[src/dbc_decode.sv]
// Purpose: Shared constants and the control-word field decoder of the descriptor block engine
// Assumes: One 16-bit block control word per descriptor, count halfword beside it
// Notes: Package first, decoder module after it in the same file
`default_nettype none
package dbc_pkg;
  localparam int CH_W = 2;
  localparam logic [31:0] ENTRY_STRIDE = 32'h0000_0010;
  localparam logic [31:0] OFS_CTRLWORD = 32'h0000_0000;
  localparam logic [31:0] OFS_BLKCNT = 32'h0000_0002;
  localparam logic [31:0] OFS_SRC = 32'h0000_0004;
  localparam logic [31:0] OFS_NEXT = 32'h0000_000C;
  localparam int CW_VALID = 0;
  localparam int CW_EVSEL_LO = 1;
  localparam int CW_ACT_LO = 3;
  localparam int CW_WIDTH_LO = 8;
  localparam int CW_SRCINC = 10;
  localparam int CW_CNT_LO = 16;
  localparam logic [7:0] REG_CTRL = 8'h00;
  localparam logic [7:0] REG_DESC_BASE = 8'h04;
  localparam logic [7:0] REG_WB_BASE = 8'h08;
  localparam logic [7:0] REG_INT_STAT = 8'h0C;
  localparam logic [7:0] REG_INT_MASK = 8'h10;
  localparam logic [7:0] REG_CH_STAT = 8'h14;
  localparam logic [7:0] REG_SRC_ADDR = 8'h18;
  localparam int CTL_START = 0;
  localparam int CTL_ABORT = 1;
  localparam int CTL_RESUME = 2;
  localparam int CTL_CH_LO = 4;
  localparam int INT_W = 4;
  localparam int INT_BLOCK = 0;
  localparam int INT_ERR = 1;
  localparam int INT_SUSP = 2;
  localparam int INT_DONE = 3;
  localparam logic [31:0] DESC_BASE_RST = 32'h0000_0000;
  localparam logic [31:0] WB_BASE_RST = 32'h0000_0000;
  localparam logic [INT_W-1:0] INT_MASK_RST = 4'h0;
  localparam logic [CH_W-1:0] CH_RST = 2'h0;
  typedef enum logic [1:0] {
    W_BYTE = 2'h0,
    W_HALF = 2'h1,
    W_WORD = 2'h2,
    W_RSVD = 2'h3
  } dbc_width_t;
  typedef enum logic [1:0] {
    ACT_NONE = 2'h0,
    ACT_INT = 2'h1,
    ACT_SUSP = 2'h2,
    ACT_BOTH = 2'h3
  } dbc_act_t;
  typedef enum logic [1:0] {
    EV_OFF = 2'h0,
    EV_BLOCK = 2'h1,
    EV_RSVD = 2'h2,
    EV_BEAT = 2'h3
  } dbc_ev_t;
  typedef enum logic [2:0] {
    ST_IDLE = 3'h0,
    ST_FETCH = 3'h1,
    ST_BEAT = 3'h2,
    ST_WBACK = 3'h3,
    ST_SUSP = 3'h4
  } dbc_state_t;
  typedef enum logic [1:0] {
    END_DONE = 2'h0,
    END_ERR = 2'h1,
    END_ABORT = 2'h2
  } dbc_end_t;
endpackage
`default_nettype wire

`timescale 1ns/10ps
`default_nettype none
module dbc_decode import dbc_pkg::*; (
  input wire logic [15:0] ctrl_word,
  output logic valid,
  output logic src_inc,
  output dbc_width_t width,
  output logic width_bad,
  output logic [31:0] beat_bytes,
  output dbc_act_t act,
  output dbc_ev_t evsel
);
  assign valid = ctrl_word[CW_VALID];
  assign src_inc = ctrl_word[CW_SRCINC];
  assign width = dbc_width_t'(ctrl_word[CW_WIDTH_LO+:2]);
  assign width_bad = (width == W_RSVD);
  assign beat_bytes = (width == W_WORD) ? 32'h0000_0004 :
                      (width == W_HALF) ? 32'h0000_0002 : 32'h0000_0001;
  assign act = dbc_act_t'(ctrl_word[CW_ACT_LO+:2]);
  assign evsel = dbc_ev_t'(ctrl_word[CW_EVSEL_LO+:2]);
endmodule
`default_nettype wire

[src/dbc_engine.sv]
// Purpose: Descriptor block engine for one active channel, with Wishbone registers
// Assumes: Memory and beat ports are on clk and answer with one-cycle acks
// Notes: Reserved width code ends the block as an error; reserved event code gives no event
`timescale 1ns/10ps
`default_nettype none
module dbc_engine import dbc_pkg::*; (
  input wire logic clk,
  input wire logic rst_b,
  input wire logic wb_cyc,
  input wire logic wb_stb,
  input wire logic wb_we,
  input wire logic [7:0] wb_adr,
  input wire logic [3:0] wb_sel,
  input wire logic [31:0] wb_dat_w,
  output logic [31:0] wb_dat_r,
  output logic wb_ack,
  output logic mem_req,
  output logic mem_we,
  output logic [31:0] mem_addr,
  output logic [31:0] mem_wdata,
  input wire logic [31:0] mem_rdata,
  input wire logic mem_ack,
  output logic beat_req,
  output logic [31:0] beat_addr,
  output logic [1:0] beat_size,
  input wire logic beat_ack,
  input wire logic beat_err,
  output logic evt_out,
  output logic irq
);
  logic wb_ack_r;
  logic [31:0] wb_dat_r_r;
  logic [31:0] desc_base_r;
  logic [31:0] wb_base_r;
  logic [INT_W-1:0] int_stat_r;
  logic [INT_W-1:0] int_mask_r;
  logic [CH_W-1:0] ch_r;
  dbc_state_t state_r, state_nxt;
  logic [1:0] fidx_r, fidx_nxt;
  logic [31:0] daddr_r, daddr_nxt;
  logic [15:0] ctrl_r, ctrl_nxt;
  logic [15:0] cnt_r, cnt_nxt;
  logic [31:0] src_r, src_nxt;
  logic [31:0] next_r, next_nxt;
  logic [31:0] maddr_r, maddr_nxt;
  logic [31:0] mwdata_r, mwdata_nxt;
  dbc_end_t endk_r, endk_nxt;
  logic evt_r, evt_nxt;
  logic [INT_W-1:0] int_set;

  // Bus decode
  wire wb_req = wb_cyc & wb_stb & ~wb_ack_r;
  wire wb_wr = wb_req & wb_we;
  wire hit_ctrl = (wb_adr == REG_CTRL);
  wire hit_dbase = (wb_adr == REG_DESC_BASE);
  wire hit_wbase = (wb_adr == REG_WB_BASE);
  wire hit_stat = (wb_adr == REG_INT_STAT);
  wire hit_mask = (wb_adr == REG_INT_MASK);
  wire hit_chst = (wb_adr == REG_CH_STAT);
  wire hit_src = (wb_adr == REG_SRC_ADDR);
  wire [31:0] wmask = {{8{wb_sel[3]}}, {8{wb_sel[2]}}, {8{wb_sel[1]}}, {8{wb_sel[0]}}};
  wire ctl_wr = wb_wr & hit_ctrl & wb_sel[0];
  wire start_p = ctl_wr & wb_dat_w[CTL_START];
  wire abort_p = ctl_wr & wb_dat_w[CTL_ABORT];
  wire resume_p = ctl_wr & wb_dat_w[CTL_RESUME];
  wire [INT_W-1:0] int_clr = (wb_wr & hit_stat & wb_sel[0]) ? wb_dat_w[INT_W-1:0] : '0;
  wire [31:0] rd_mux = hit_ctrl ? {26'h0, ch_r, 4'h0} :
                       hit_dbase ? desc_base_r :
                       hit_wbase ? wb_base_r :
                       hit_stat ? {28'h0, int_stat_r} :
                       hit_mask ? {28'h0, int_mask_r} :
                       hit_chst ? {cnt_r, 13'h0, state_r} :
                       hit_src ? src_r : 32'h0000_0000;

  // Entry addresses of the selected channel
  // Start may carry a new channel; the first fetch must already use it
  wire [CH_W-1:0] ch_sel = (ctl_wr && state_r == ST_IDLE) ? wb_dat_w[CTL_CH_LO+:CH_W] : ch_r;
  wire [31:0] chan_ofs = ENTRY_STRIDE * {30'h0, ch_sel};
  wire [31:0] tbl_entry = desc_base_r + chan_ofs;
  wire [31:0] wb_entry = wb_base_r + chan_ofs;
  wire [31:0] cnt_word_ofs = {OFS_BLKCNT[31:2], 2'h0};

  logic dec_valid, dec_inc, dec_wbad;
  dbc_width_t dec_width;
  logic [31:0] dec_bytes;
  dbc_act_t dec_act;
  dbc_ev_t dec_ev;

  dbc_decode u_dec (
    .ctrl_word(ctrl_r),
    .valid(dec_valid),
    .src_inc(dec_inc),
    .width(dec_width),
    .width_bad(dec_wbad),
    .beat_bytes(dec_bytes),
    .act(dec_act),
    .evsel(dec_ev)
  );

  wire last_blk = (next_r == 32'h0000_0000);
  wire [15:0] cw_cleared = ctrl_r & ~(16'h0001 << CW_VALID);

  always_comb begin
    state_nxt = state_r;
    fidx_nxt = fidx_r;
    daddr_nxt = daddr_r;
    ctrl_nxt = ctrl_r;
    cnt_nxt = cnt_r;
    src_nxt = src_r;
    next_nxt = next_r;
    maddr_nxt = maddr_r;
    mwdata_nxt = mwdata_r;
    endk_nxt = endk_r;
    evt_nxt = 1'b0;
    int_set = '0;
    case (state_r)
      ST_IDLE: begin
        if (start_p) begin
          state_nxt = ST_FETCH;
          fidx_nxt = 2'h0;
          daddr_nxt = tbl_entry;
          maddr_nxt = tbl_entry + cnt_word_ofs;
        end
      end
      ST_FETCH: begin
        if (abort_p) begin
          state_nxt = ST_WBACK;
          endk_nxt = END_ABORT;
        end else if (mem_ack) begin
          case (fidx_r)
            2'h0: begin
              ctrl_nxt = mem_rdata[15:0];
              cnt_nxt = mem_rdata[CW_CNT_LO+:16];
              if (!mem_rdata[CW_VALID]) begin
                state_nxt = ST_SUSP;
                int_set[INT_SUSP] = 1'b1;
              end else begin
                fidx_nxt = 2'h1;
                maddr_nxt = daddr_r + OFS_SRC;
              end
            end
            2'h1: begin
              src_nxt = mem_rdata;
              fidx_nxt = 2'h2;
              maddr_nxt = daddr_r + OFS_NEXT;
            end
            default: begin
              next_nxt = mem_rdata;
              state_nxt = ST_WBACK;
              if (dec_wbad) begin
                endk_nxt = END_ERR;
              end else if (cnt_r == 16'h0000) begin
                endk_nxt = END_DONE;
              end else begin
                state_nxt = ST_BEAT;
              end
            end
          endcase
        end
      end
      ST_BEAT: begin
        if (abort_p) begin
          state_nxt = ST_WBACK;
          endk_nxt = END_ABORT;
        end else if (beat_ack && beat_err) begin
          state_nxt = ST_WBACK;
          endk_nxt = END_ERR;
        end else if (beat_ack) begin
          cnt_nxt = cnt_r - 16'h0001;
          src_nxt = dec_inc ? src_r + dec_bytes : src_r;
          evt_nxt = (dec_ev == EV_BEAT);
          if (cnt_r == 16'h0001) begin
            state_nxt = ST_WBACK;
            endk_nxt = END_DONE;
          end
        end
      end
      ST_WBACK: begin
        if (mem_ack) begin
          state_nxt = ST_IDLE;
          if (endk_r == END_ERR) begin
            int_set[INT_ERR] = 1'b1;
          end else if (endk_r == END_DONE) begin
            evt_nxt = (dec_ev == EV_BLOCK);
            int_set[INT_BLOCK] = (dec_act == ACT_INT) || (dec_act == ACT_BOTH);
            daddr_nxt = next_r;
            if (dec_act == ACT_SUSP || dec_act == ACT_BOTH) begin
              state_nxt = ST_SUSP;
              int_set[INT_SUSP] = 1'b1;
            end else if (last_blk) begin
              int_set[INT_DONE] = 1'b1;
            end else begin
              state_nxt = ST_FETCH;
              fidx_nxt = 2'h0;
              maddr_nxt = next_r + cnt_word_ofs;
            end
          end
        end
      end
      ST_SUSP: begin
        if (abort_p) begin
          state_nxt = ST_IDLE;
        end else if (resume_p && daddr_r == 32'h0000_0000) begin
          state_nxt = ST_IDLE; // Suspended on the last block
          int_set[INT_DONE] = 1'b1;
        end else if (resume_p) begin
          state_nxt = ST_FETCH;
          fidx_nxt = 2'h0;
          maddr_nxt = daddr_r + cnt_word_ofs;
        end
      end
      default: begin
        state_nxt = ST_IDLE;
      end
    endcase
    // Entering write-back: valid cleared, remaining count kept for software
    if (state_nxt == ST_WBACK && state_r != ST_WBACK) begin
      maddr_nxt = wb_entry + cnt_word_ofs;
      mwdata_nxt = {cnt_nxt, cw_cleared};
    end
  end

  always_ff @(posedge clk or negedge rst_b) begin
    if (!rst_b) begin
      state_r <= ST_IDLE;
      fidx_r <= 2'h0;
      daddr_r <= 32'h0000_0000;
      ctrl_r <= 16'h0000;
      cnt_r <= 16'h0000;
      src_r <= 32'h0000_0000;
      next_r <= 32'h0000_0000;
      maddr_r <= 32'h0000_0000;
      mwdata_r <= 32'h0000_0000;
      endk_r <= END_DONE;
      evt_r <= 1'b0;
    end else begin
      state_r <= state_nxt;
      fidx_r <= fidx_nxt;
      daddr_r <= daddr_nxt;
      ctrl_r <= ctrl_nxt;
      cnt_r <= cnt_nxt;
      src_r <= src_nxt;
      next_r <= next_nxt;
      maddr_r <= maddr_nxt;
      mwdata_r <= mwdata_nxt;
      endk_r <= endk_nxt;
      evt_r <= evt_nxt;
    end
  end

  // Register file; set beats clear so no event is lost
  always_ff @(posedge clk or negedge rst_b) begin
    if (!rst_b) begin
      wb_ack_r <= 1'b0;
      wb_dat_r_r <= 32'h0000_0000;
      desc_base_r <= DESC_BASE_RST;
      wb_base_r <= WB_BASE_RST;
      int_stat_r <= '0;
      int_mask_r <= INT_MASK_RST;
      ch_r <= CH_RST;
    end else begin
      wb_ack_r <= wb_req;
      wb_dat_r_r <= (wb_req && !wb_we) ? rd_mux : 32'h0000_0000;
      int_stat_r <= (int_stat_r & ~int_clr) | int_set;
      if (wb_wr && hit_dbase) begin
        desc_base_r <= (desc_base_r & ~wmask) | (wb_dat_w & wmask);
      end
      if (wb_wr && hit_wbase) begin
        wb_base_r <= (wb_base_r & ~wmask) | (wb_dat_w & wmask);
      end
      if (wb_wr && hit_mask && wb_sel[0]) begin
        int_mask_r <= wb_dat_w[INT_W-1:0];
      end
      // Channel locked while a transfer owns the entry addresses
      if (ctl_wr && state_r == ST_IDLE) begin
        ch_r <= wb_dat_w[CTL_CH_LO+:CH_W];
      end
    end
  end

  assign wb_ack = wb_ack_r;
  assign wb_dat_r = wb_dat_r_r;
  assign mem_req = (state_r == ST_FETCH) || (state_r == ST_WBACK);
  assign mem_we = (state_r == ST_WBACK);
  assign mem_addr = maddr_r;
  assign mem_wdata = mwdata_r;
  assign beat_req = (state_r == ST_BEAT);
  assign beat_addr = src_r;
  assign beat_size = dec_width;
  assign evt_out = evt_r;
  assign irq = |(int_stat_r & int_mask_r);

  wire beat_ok = (state_r == ST_BEAT) && beat_ack && !beat_err && !abort_p;
  wire blk_end = (state_r == ST_WBACK) && mem_ack && (endk_r == END_DONE);

  a_src_fixed: assert property (@(posedge clk) disable iff (!rst_b)
    beat_ok && !dec_inc |=> src_r == $past(src_r)) else $error("source moved with increment off");
  a_src_step: assert property (@(posedge clk) disable iff (!rst_b)
    beat_ok && dec_inc |=> src_r == $past(src_r) + $past(dec_bytes)) else $error("source step wrong");
  a_beat_width: assert property (@(posedge clk) disable iff (!rst_b)
    beat_req |-> beat_size == ctrl_r[CW_WIDTH_LO+:2] && beat_size != 2'h3) else $error("beat width bad");
  a_last_disable: assert property (@(posedge clk) disable iff (!rst_b)
    blk_end && !dec_act[1] && last_blk |=> state_r == ST_IDLE && int_stat_r[INT_DONE] &&
    int_stat_r[INT_BLOCK] == $past(dec_act == ACT_INT)) else $error("last block not disabled");
  a_block_suspend: assert property (@(posedge clk) disable iff (!rst_b)
    blk_end && dec_act[1] |=> state_r == ST_SUSP && int_stat_r[INT_SUSP] &&
    int_stat_r[INT_BLOCK] == $past(dec_act[0])) else $error("block end suspend missing");
  a_event_beat: assert property (@(posedge clk) disable iff (!rst_b)
    beat_ok && dec_ev == EV_BEAT |=> evt_out) else $error("beat event missing");
  a_event_legal: assert property (@(posedge clk) disable iff (!rst_b)
    evt_out |-> ($past(dec_ev) == EV_BEAT && $past(beat_ok)) ||
    ($past(dec_ev) == EV_BLOCK && $past(blk_end)))
    else $error("event strobe without cause");
  a_block_event: assert property (@(posedge clk) disable iff (!rst_b)
    blk_end && dec_ev == EV_BLOCK |=> evt_out) else $error("block event missing");
  a_event_off: assert property (@(posedge clk) disable iff (!rst_b)
    dec_ev == EV_OFF |=> !evt_out) else $error("event with select off");
  a_susp_quiet: assert property (@(posedge clk) disable iff (!rst_b)
    state_r == ST_SUSP |-> !mem_req && !beat_req) else $error("suspended channel still active");
  a_abort_wback: assert property (@(posedge clk) disable iff (!rst_b)
    (state_r == ST_FETCH || state_r == ST_BEAT) && abort_p |=> state_r == ST_WBACK &&
    !mem_wdata[CW_VALID]) else $error("abort did not clear valid");
  a_err_wback: assert property (@(posedge clk) disable iff (!rst_b)
    state_r == ST_BEAT && beat_ack && beat_err && !abort_p |=> state_r == ST_WBACK &&
    mem_wdata[31:16] == $past(cnt_r)) else $error("error did not write back");
  a_stat_sticky: assert property (@(posedge clk) disable iff (!rst_b)
    int_set != '0 |=> (int_stat_r & $past(int_set)) == $past(int_set))
    else $error("status set lost");
  a_ack_pulse: assert property (@(posedge clk) disable iff (!rst_b)
    wb_ack |=> !wb_ack) else $error("bus ack longer than one cycle");
  a_invalid_susp: assert property (@(posedge clk) disable iff (!rst_b)
    state_r == ST_FETCH && fidx_r == 2'h0 && mem_ack && !abort_p && !mem_rdata[CW_VALID]
    |=> state_r == ST_SUSP ##1 !beat_req) else $error("invalid descriptor not suspended");
  a_wb_clear: assert property (@(posedge clk) disable iff (!rst_b)
    mem_req && mem_we |-> !mem_wdata[CW_VALID] && mem_addr == wb_entry + cnt_word_ofs)
    else $error("write-back valid not cleared");
  a_fetch_addr: assert property (@(posedge clk) disable iff (!rst_b)
    state_r == ST_IDLE && start_p |=> mem_addr == desc_base_r + {26'h0, ch_r, 4'h0})
    else $error("descriptor fetch address wrong");
endmodule
`default_nettype wire

[config.mk]
export PLATFORM = sky130hd
export DESIGN_NAME = dbc_engine
export DESIGN_NICKNAME = d
export VERILOG_FILES = /design/src/dbc_decode.sv /design/src/dbc_engine.sv
export SDC_FILE = /design/constraint.sdc
export NUM_CORES = 1
export LEC_CHECK = 0
export BUFFER_PORTS_ARGS = -buffer_cell sky130_fd_sc_hd__buf_2
export CORE_MARGIN = 2
export CORE_UTILIZATION = 51
export DETAILED_ROUTE_END_ITERATION = 8
export PLACE_DENSITY_LB_ADDON = 0.25
export SLEW_MARGIN = 10
export SYNTH_ARGS = -nofsm -noshare
export SYNTH_HDL_FRONTEND = slang
export SYNTH_HIERARCHICAL = 1
export SYNTH_SLANG_ARGS = --single-unit
[constraint.sdc]
create_clock -name clk -period 4.15 [get_ports clk]
set_input_delay 0.6225 -clock clk [delete_from_list [all_inputs] [get_ports clk]]
set_output_delay 0.6225 -clock clk [all_outputs]
set_load 0.01 [all_outputs]
==> results of run 1 <==
-- worst min-delay path by stage --
stage | cells past startpoint | endpoint | slack (ps)
finish | 1 | mem_wdata[11]$_DFFE_PN0N_ | 200
global route | 1 | beat_addr[4]$_DFFE_PN0P_ | 310
CTS | 1 | beat_addr[4]$_DFFE_PN0P_ | 300
detailed placement | 2 | mem_wdata[15]$_DFFE_PN0N_ | 450
global placement | 2 | mem_wdata[9]$_DFFE_PN0N_ | 450
floorplan | 0 | async pin | 330
-- routing by layer --
layer / routed length [um] / global-route usage [%]
met5: 24 / 0
met4: 2270 / 12.0
met3: 5490 / 5.22
met1: 25100 / 46.9
met2: 26000 / 49.0
-- stage by stage --
| step | util, % | power, mW | TNS (ps) | area, um^2 |
|---|---|---|---|---|
| after floorplan | - | 7.92 | 0 | 17800 |
| after global placement | 56.7 | 9.58 | -498 | 19400 |
| after detailed placement | 56.7 | 9.68 | -1370 | 19400 |
| after CTS | 60.1 | 12.8 | 0 | 20600 |
| after global routing | 60.1 | 13.7 | 0 | 20600 |
| final | 60.1 | 12.9 | 0 | 20600 |
-- timing repair --
action | CTS | global route
endpoints found under the setup margin | 0 | 2
hold buffers | 0 | 0
gates resized for setup | 0 | 0
hold endpoints to repair | 0 | 0
-- layout make-up --
type                    instances  share of cell area [%]
clock buffers                  52                    5.10
multi-input cells            1486                    45.4
diodes                          3                  0.0364
well taps                     455                    2.76
flip-flops and latches        305                    37.0
inverters                      25                   0.455
repair buffers                299                    8.66
clock inverters                 9                   0.534
-- power by group through the flow --
stage	Clock [mW]	Sequential, mW	Combinational, mW
floorplan	0	4.61	3.31
global placement	0	4.90	4.68
detailed placement	0	4.90	4.77
CTS	3.14	4.86	4.80
global route	3.27	5.00	5.40
finish	3.11	4.92	4.90
-- critical path, cell delays in order (launching register included) --
cell and delay [ps]:
dfrtp_1 490, inv_1 100, ha_1 300, ha_1 210
inv_1 70, fa_1 380, nor2b_1 230, o31ai_1 120
a21oi_1 270, o21ai_0 270, o21ai_0 410, a21oi_1 170
o21ai_0 310, a31oi_1 150, xor2_1 150, o21ai_0 170
-- cells in the final DEF, fill, tap and decap left out, types with 50 or more instances in the layout --
cell type  count
nand2_1      323
buf_2        217
xnor2_1       50
a21oi_1      134
xor2_1        51
mux2_2       108
o21ai_0      111
buf_4         75
dfrtp_1      305
nor2_1       153
==> impl_metrics.toml, run 1 <==
[clock_network]
cts_buffer_depth = 3
h-tree-depth = 2
clock_latency_ps = 520
cts.reportedPaths.clkPinSlew_ps = 60
cts_setup_buffers = 0
clock_sinks = 305
clockRootBuffer = "clkbuf_16"
tritoncts = "yes"
numCtsBuffers = 35

[timing]
worst_pin_slew_ps = 1170
drv_slew = 0
period_share_pct = 93.4
hold_ws_ps = 199
max_freq_mhz = 258
min_period_ps = 3870
layout_setup_ws_ps = 276
relSlewSlack_pct = 21.5
hold_viol_final = 0
finalSetupViolCount = 0
finClkSkew_ps = 14.0
rsz0062_at_grt = "no"

[synthesis]
synth_cells = 1939
avgSynthCellArea_um2 = 9.11
ys.warnings.count = 6
synthesis.area_um2 = 17700

[worst_setup_path]
cp-startpoint = "ctrl_r[8]$_DFFE_PN0P_"
r2r_slack_ps = 280
timing.rr.end = "beat_addr[30]$_DFFE_PN0P_"
r2r_start = "ctrl_r[8]$_DFFE_PN0P_"
r2r_cells = 15
crit_end = "beat_addr[30]$_DFFE_PN0P_"
critPathCaptureType = "flip-flop"
criticalPathCategory = "flip-flop to flip-flop"
worstPathArrival_ps = 4300
cp_max_fo = 6
startpoint_type = "flip-flop"
crit_required_ps = 4580

[pwr]
p_seq_share_pct = 38.0
power_density_nw_per_um2 = 627
ir_worst_vdd_v = 0.000380
cell_internal_pwr_mw = 7.71
p_clk_share_pct = 24.1
p_sw_mw = 5.22
p_leak_nw = 9.73
swShare_pct = 40.3
p_comb_share_pct = 37.9

[floorplan]
core_um2 = 34300
die_h_um = 190
pin_count = 220
rows = 68
die-area_um2 = 36200
die_w_um = 190
initial_core_util_pct = 51.5

[placed_design]
gp_congestion = 0.950
numPortBuffers = 218
post-place-ws_ps = -234
dp.cells = 2570
dp_hpwl_um = 43900

[grt]
grt-ovfl-total = 0
grt_pass1_vias = 15300
track_usage_pct = 32.4
grt_start_max_net_pins = 133
grt_pass1_wl_um = 89800
antenna_found_initial = 5

[finish]
area_growth_pct = 16.6
seq_area_um2 = 7630
stdcell_count = 2634
drive_above_1_share_pct = 22.3
fillerInstances = 2949
multi_input_area_um2 = 9360
layout.nets = 2282

[run_status]
status = "completed"

[route]
drcViolationCount = 0
vias_per_cell = 6.12
vias = 16100
drtPass1Iterations = 6
wl_per_cell_um = 22.3
routed_wl_um = 58900
drt_iter0_markers = 1798
ant_nets = 0

[run]
cap_viol_max_count = 0

[hold_path]
holdCritPathClass = "primary input to async pin"
Power figures use the tool's default switching activity.
==> run 2: changes to the inputs <==
--- a/config.mk
+++ b/config.mk
@@ -5,11 +5,11 @@
 export SDC_FILE = /design/constraint.sdc
 export NUM_CORES = 1
 export LEC_CHECK = 0
-export BUFFER_PORTS_ARGS = -buffer_cell sky130_fd_sc_hd__buf_2
 export CORE_MARGIN = 2
 export CORE_UTILIZATION = 51
 export DETAILED_ROUTE_END_ITERATION = 8
-export PLACE_DENSITY_LB_ADDON = 0.25
+export DONT_BUFFER_PORTS = 1
+export PLACE_DENSITY = 0.72
 export SLEW_MARGIN = 10
 export SYNTH_ARGS = -nofsm -noshare
 export SYNTH_HDL_FRONTEND = slang
==> run 2 against run 1 <==
  * The run now ends with hold timing left
  * Critical path depth unchanged
  * Setup slack got worse by 74 ps
  * Clock skew decreased by 0.51 ps
  * Routed wire length decreased by 1.8%
  * Count of clock-buffer cells in the layout decreased by 11
  * Final cell count decreased by 9.5%
  * Power decreased by 3.9%
  * Register-to-register slack got worse by 70 ps
  * Largest power group unchanged
  * Global-route usage decreased by 0.84 points
  * Utilization decreased by 4.0 points
  * Die area unchanged
  * Sequential power increased by 5.5%
==> impl_metrics.toml, run 2 (synthesis gave the netlist of run 1 again) <==
[pwr]
power_density_nw_per_um2 = 646
p_sw_mw = 5.06
p_seq_share_pct = 41.8
swShare_pct = 40.7
p_clk_share_pct = 24.3
cell_internal_pwr_mw = 7.36
p_leak_nw = 8.57
ir_worst_vdd_v = 0.000372
p_total_mw = 12.4
p_comb_share_pct = 33.9

[grt]
antenna_found_initial = 3
grt_start_max_net_pins = 306
grt_pass1_vias = 14500
track_usage_pct = 31.5
grt_pass1_wl_um = 87300
grt-ovfl-total = 0

[worst_setup_path]
crit_required_ps = 4580
criticalPathCategory = "flip-flop to flip-flop"
cp_max_fo = 6
cpPeakStageDelay_ps = 440
r2r_slack_ps = 200
path_cells = "nand3b_1, inv_2, and3_1, and3_2, nor4b_4, mux2_2, ha_1, buf_4, a21oi_1, nor4_4, nand3_1, xor2_1, o21ai_0, a221oi_1, o22ai_1"
critPathCaptureType = "flip-flop"
startpoint_type = "flip-flop"
worstPathArrival_ps = 4380
cp_slowest_cell = "a21oi_1"
cp-startpoint = "wb_ack$_DFF_PN0_"
r2r_start = "wb_ack$_DFF_PN0_"

[route]
drt_iter0_markers = 1934
wl_per_cell_um = 24.3
vias = 15300
drcViolationCount = 0
vias_per_cell = 6.41
ant_nets = 0
drtPass1Iterations = 6
routed_wl_um = 57800

[timing]
layout_setup_ws_ps = 202
period_share_pct = 95.1
relSlewSlack_pct = 29.6
drv_slew = 0
worst_pin_slew_ps = 1050
max_freq_mhz = 253
finalSetupViolCount = 0
finClkSkew_ps = 13.5
hold_ws_ps = -268
rsz0062_at_grt = "no"
min_period_ps = 3950
hold_viol_final = 305

[floorplan]
die_w_um = 190
initial_core_util_pct = 51.5
die-area_um2 = 36200
rows = 68
core_um2 = 34300
pin_count = 220
die_h_um = 190

[placed_design]
dp_hpwl_um = 42600
post-place-ws_ps = -169
gp_congestion = 0.924
dp.cells = 2327
numPortBuffers = 0

[clock_network]
cts.reportedPaths.clkPinSlew_ps = 70
clock_sinks = 305
numCtsBuffers = 31
clockRootBuffer = "clkbuf_16"
h-tree-depth = 1
clock_latency_ps = 580
tritoncts = "yes"
cts_setup_buffers = 0
cts_buffer_depth = 3

[run_status]
status = "finished, violations left"
violations = "hold timing"

[finish]
seq_area_um2 = 7630
area_growth_pct = 8.76
drive_above_1_share_pct = 12.2
final_cell_mix = "323 x nand2_1, 305 x dfrtp_1, 153 x nor2_1"
finish.utilization_pct = 56.0
multi_input_area_um2 = 9360
final_common_cell = "nand2_1"
layout.nets = 2035
fillerInstances = 2995
stdcell_count = 2384

[hold_path]
holdCritPathClass = "primary input to async pin"

[run]
cap_viol_max_count = 0
-- run 2: changes by cell type in the layout (fill, tap and decap cells not counted), sizes merged --
cell      previous run  this run
buf                299        56
bufinv               2         6
inv                 25        24
clkinv               7         5
clkbuf              52        41
clkinvlp             0         1
diode                3         5
-- run 2: what timing repair did --
action                                  in CTS  in global routing
hold endpoints to repair                   305                305
endpoints found under the setup margin       0                  7
gates resized for setup                      0                  1
-- run 2: critical path: cells and delay by family, from the launching register on --
family / cells / cell delay [ps]
fa+ha+maj: 1 / 210
mux: 1 / 410
flops: 1 / 410
simple gates: 6 / 1220
buf+inv: 2 / 240
xor+xnor: 1 / 270
compound gates: 4 / 1040
-- run 2: power groups by stage --
stage / Clock (mW) / Sequential (mW) / Combinational (mW)
3_5_place_dp: 0 / 5.19 / 4.07
2_1_floorplan: 0 / 4.61 / 3.31
4_1_cts: 3.04 / 5.15 / 4.11
6_report: 3.02 / 5.19 / 4.21
3_3_place_gp: 0 / 5.17 / 3.98
5_1_grt: 3.17 / 5.28 / 4.68
-- run 2: layout make-up --
cell class,count,area share [%]
Multi-Input combinational cell,1486,48.7
Clock buffer,41,4.49
Timing Repair Buffer,56,2.45
Tap cell,455,2.96
Clock inverter,11,1.10
Sequential cell,305,39.7
Inverter,25,0.488
Antenna cell,5,0.0651
-- run 2: final timing paths --
kind,endpoint,cells past startpoint
worst max-delay path,mem_addr[23]$_DFFE_PN0P_,15
worst min-delay path,beat_addr[3]$_DFFE_PN0P_,0
worst max register to register,mem_addr[23]$_DFFE_PN0P_,15
worst min register to register,mem_wdata[7]$_DFFE_PN0N_,2
max in group asynchronous,wb_dat_r[24]$_DFF_PN0_,0
min in group clk,wb_dat_r[5]$_DFF_PN0_,1
-- run 2: metrics by stage --
stage / setup TNS [ps] / instance area [um^2]
finish: 0 / 19200
global route: 0 / 19200
CTS: 0 / 19200
detailed placement: -746 / 18100
global placement: -199 / 18100
floorplan: 0 / 17800
-- run 2: per-layer routing --
| metal | global-route usage, % | wire length [um] | vias to the layer above |
|---|---|---|---|
| met5 | 0 | 17 | - |
| met4 | 15.4 | 3040 | 2 |
| met3 | 6.35 | 6110 | 159 |
| met2 | 47.5 | 25400 | 851 |
| met1 | 43.6 | 23200 | 7421 |
| li1 | - | - | 6846 |
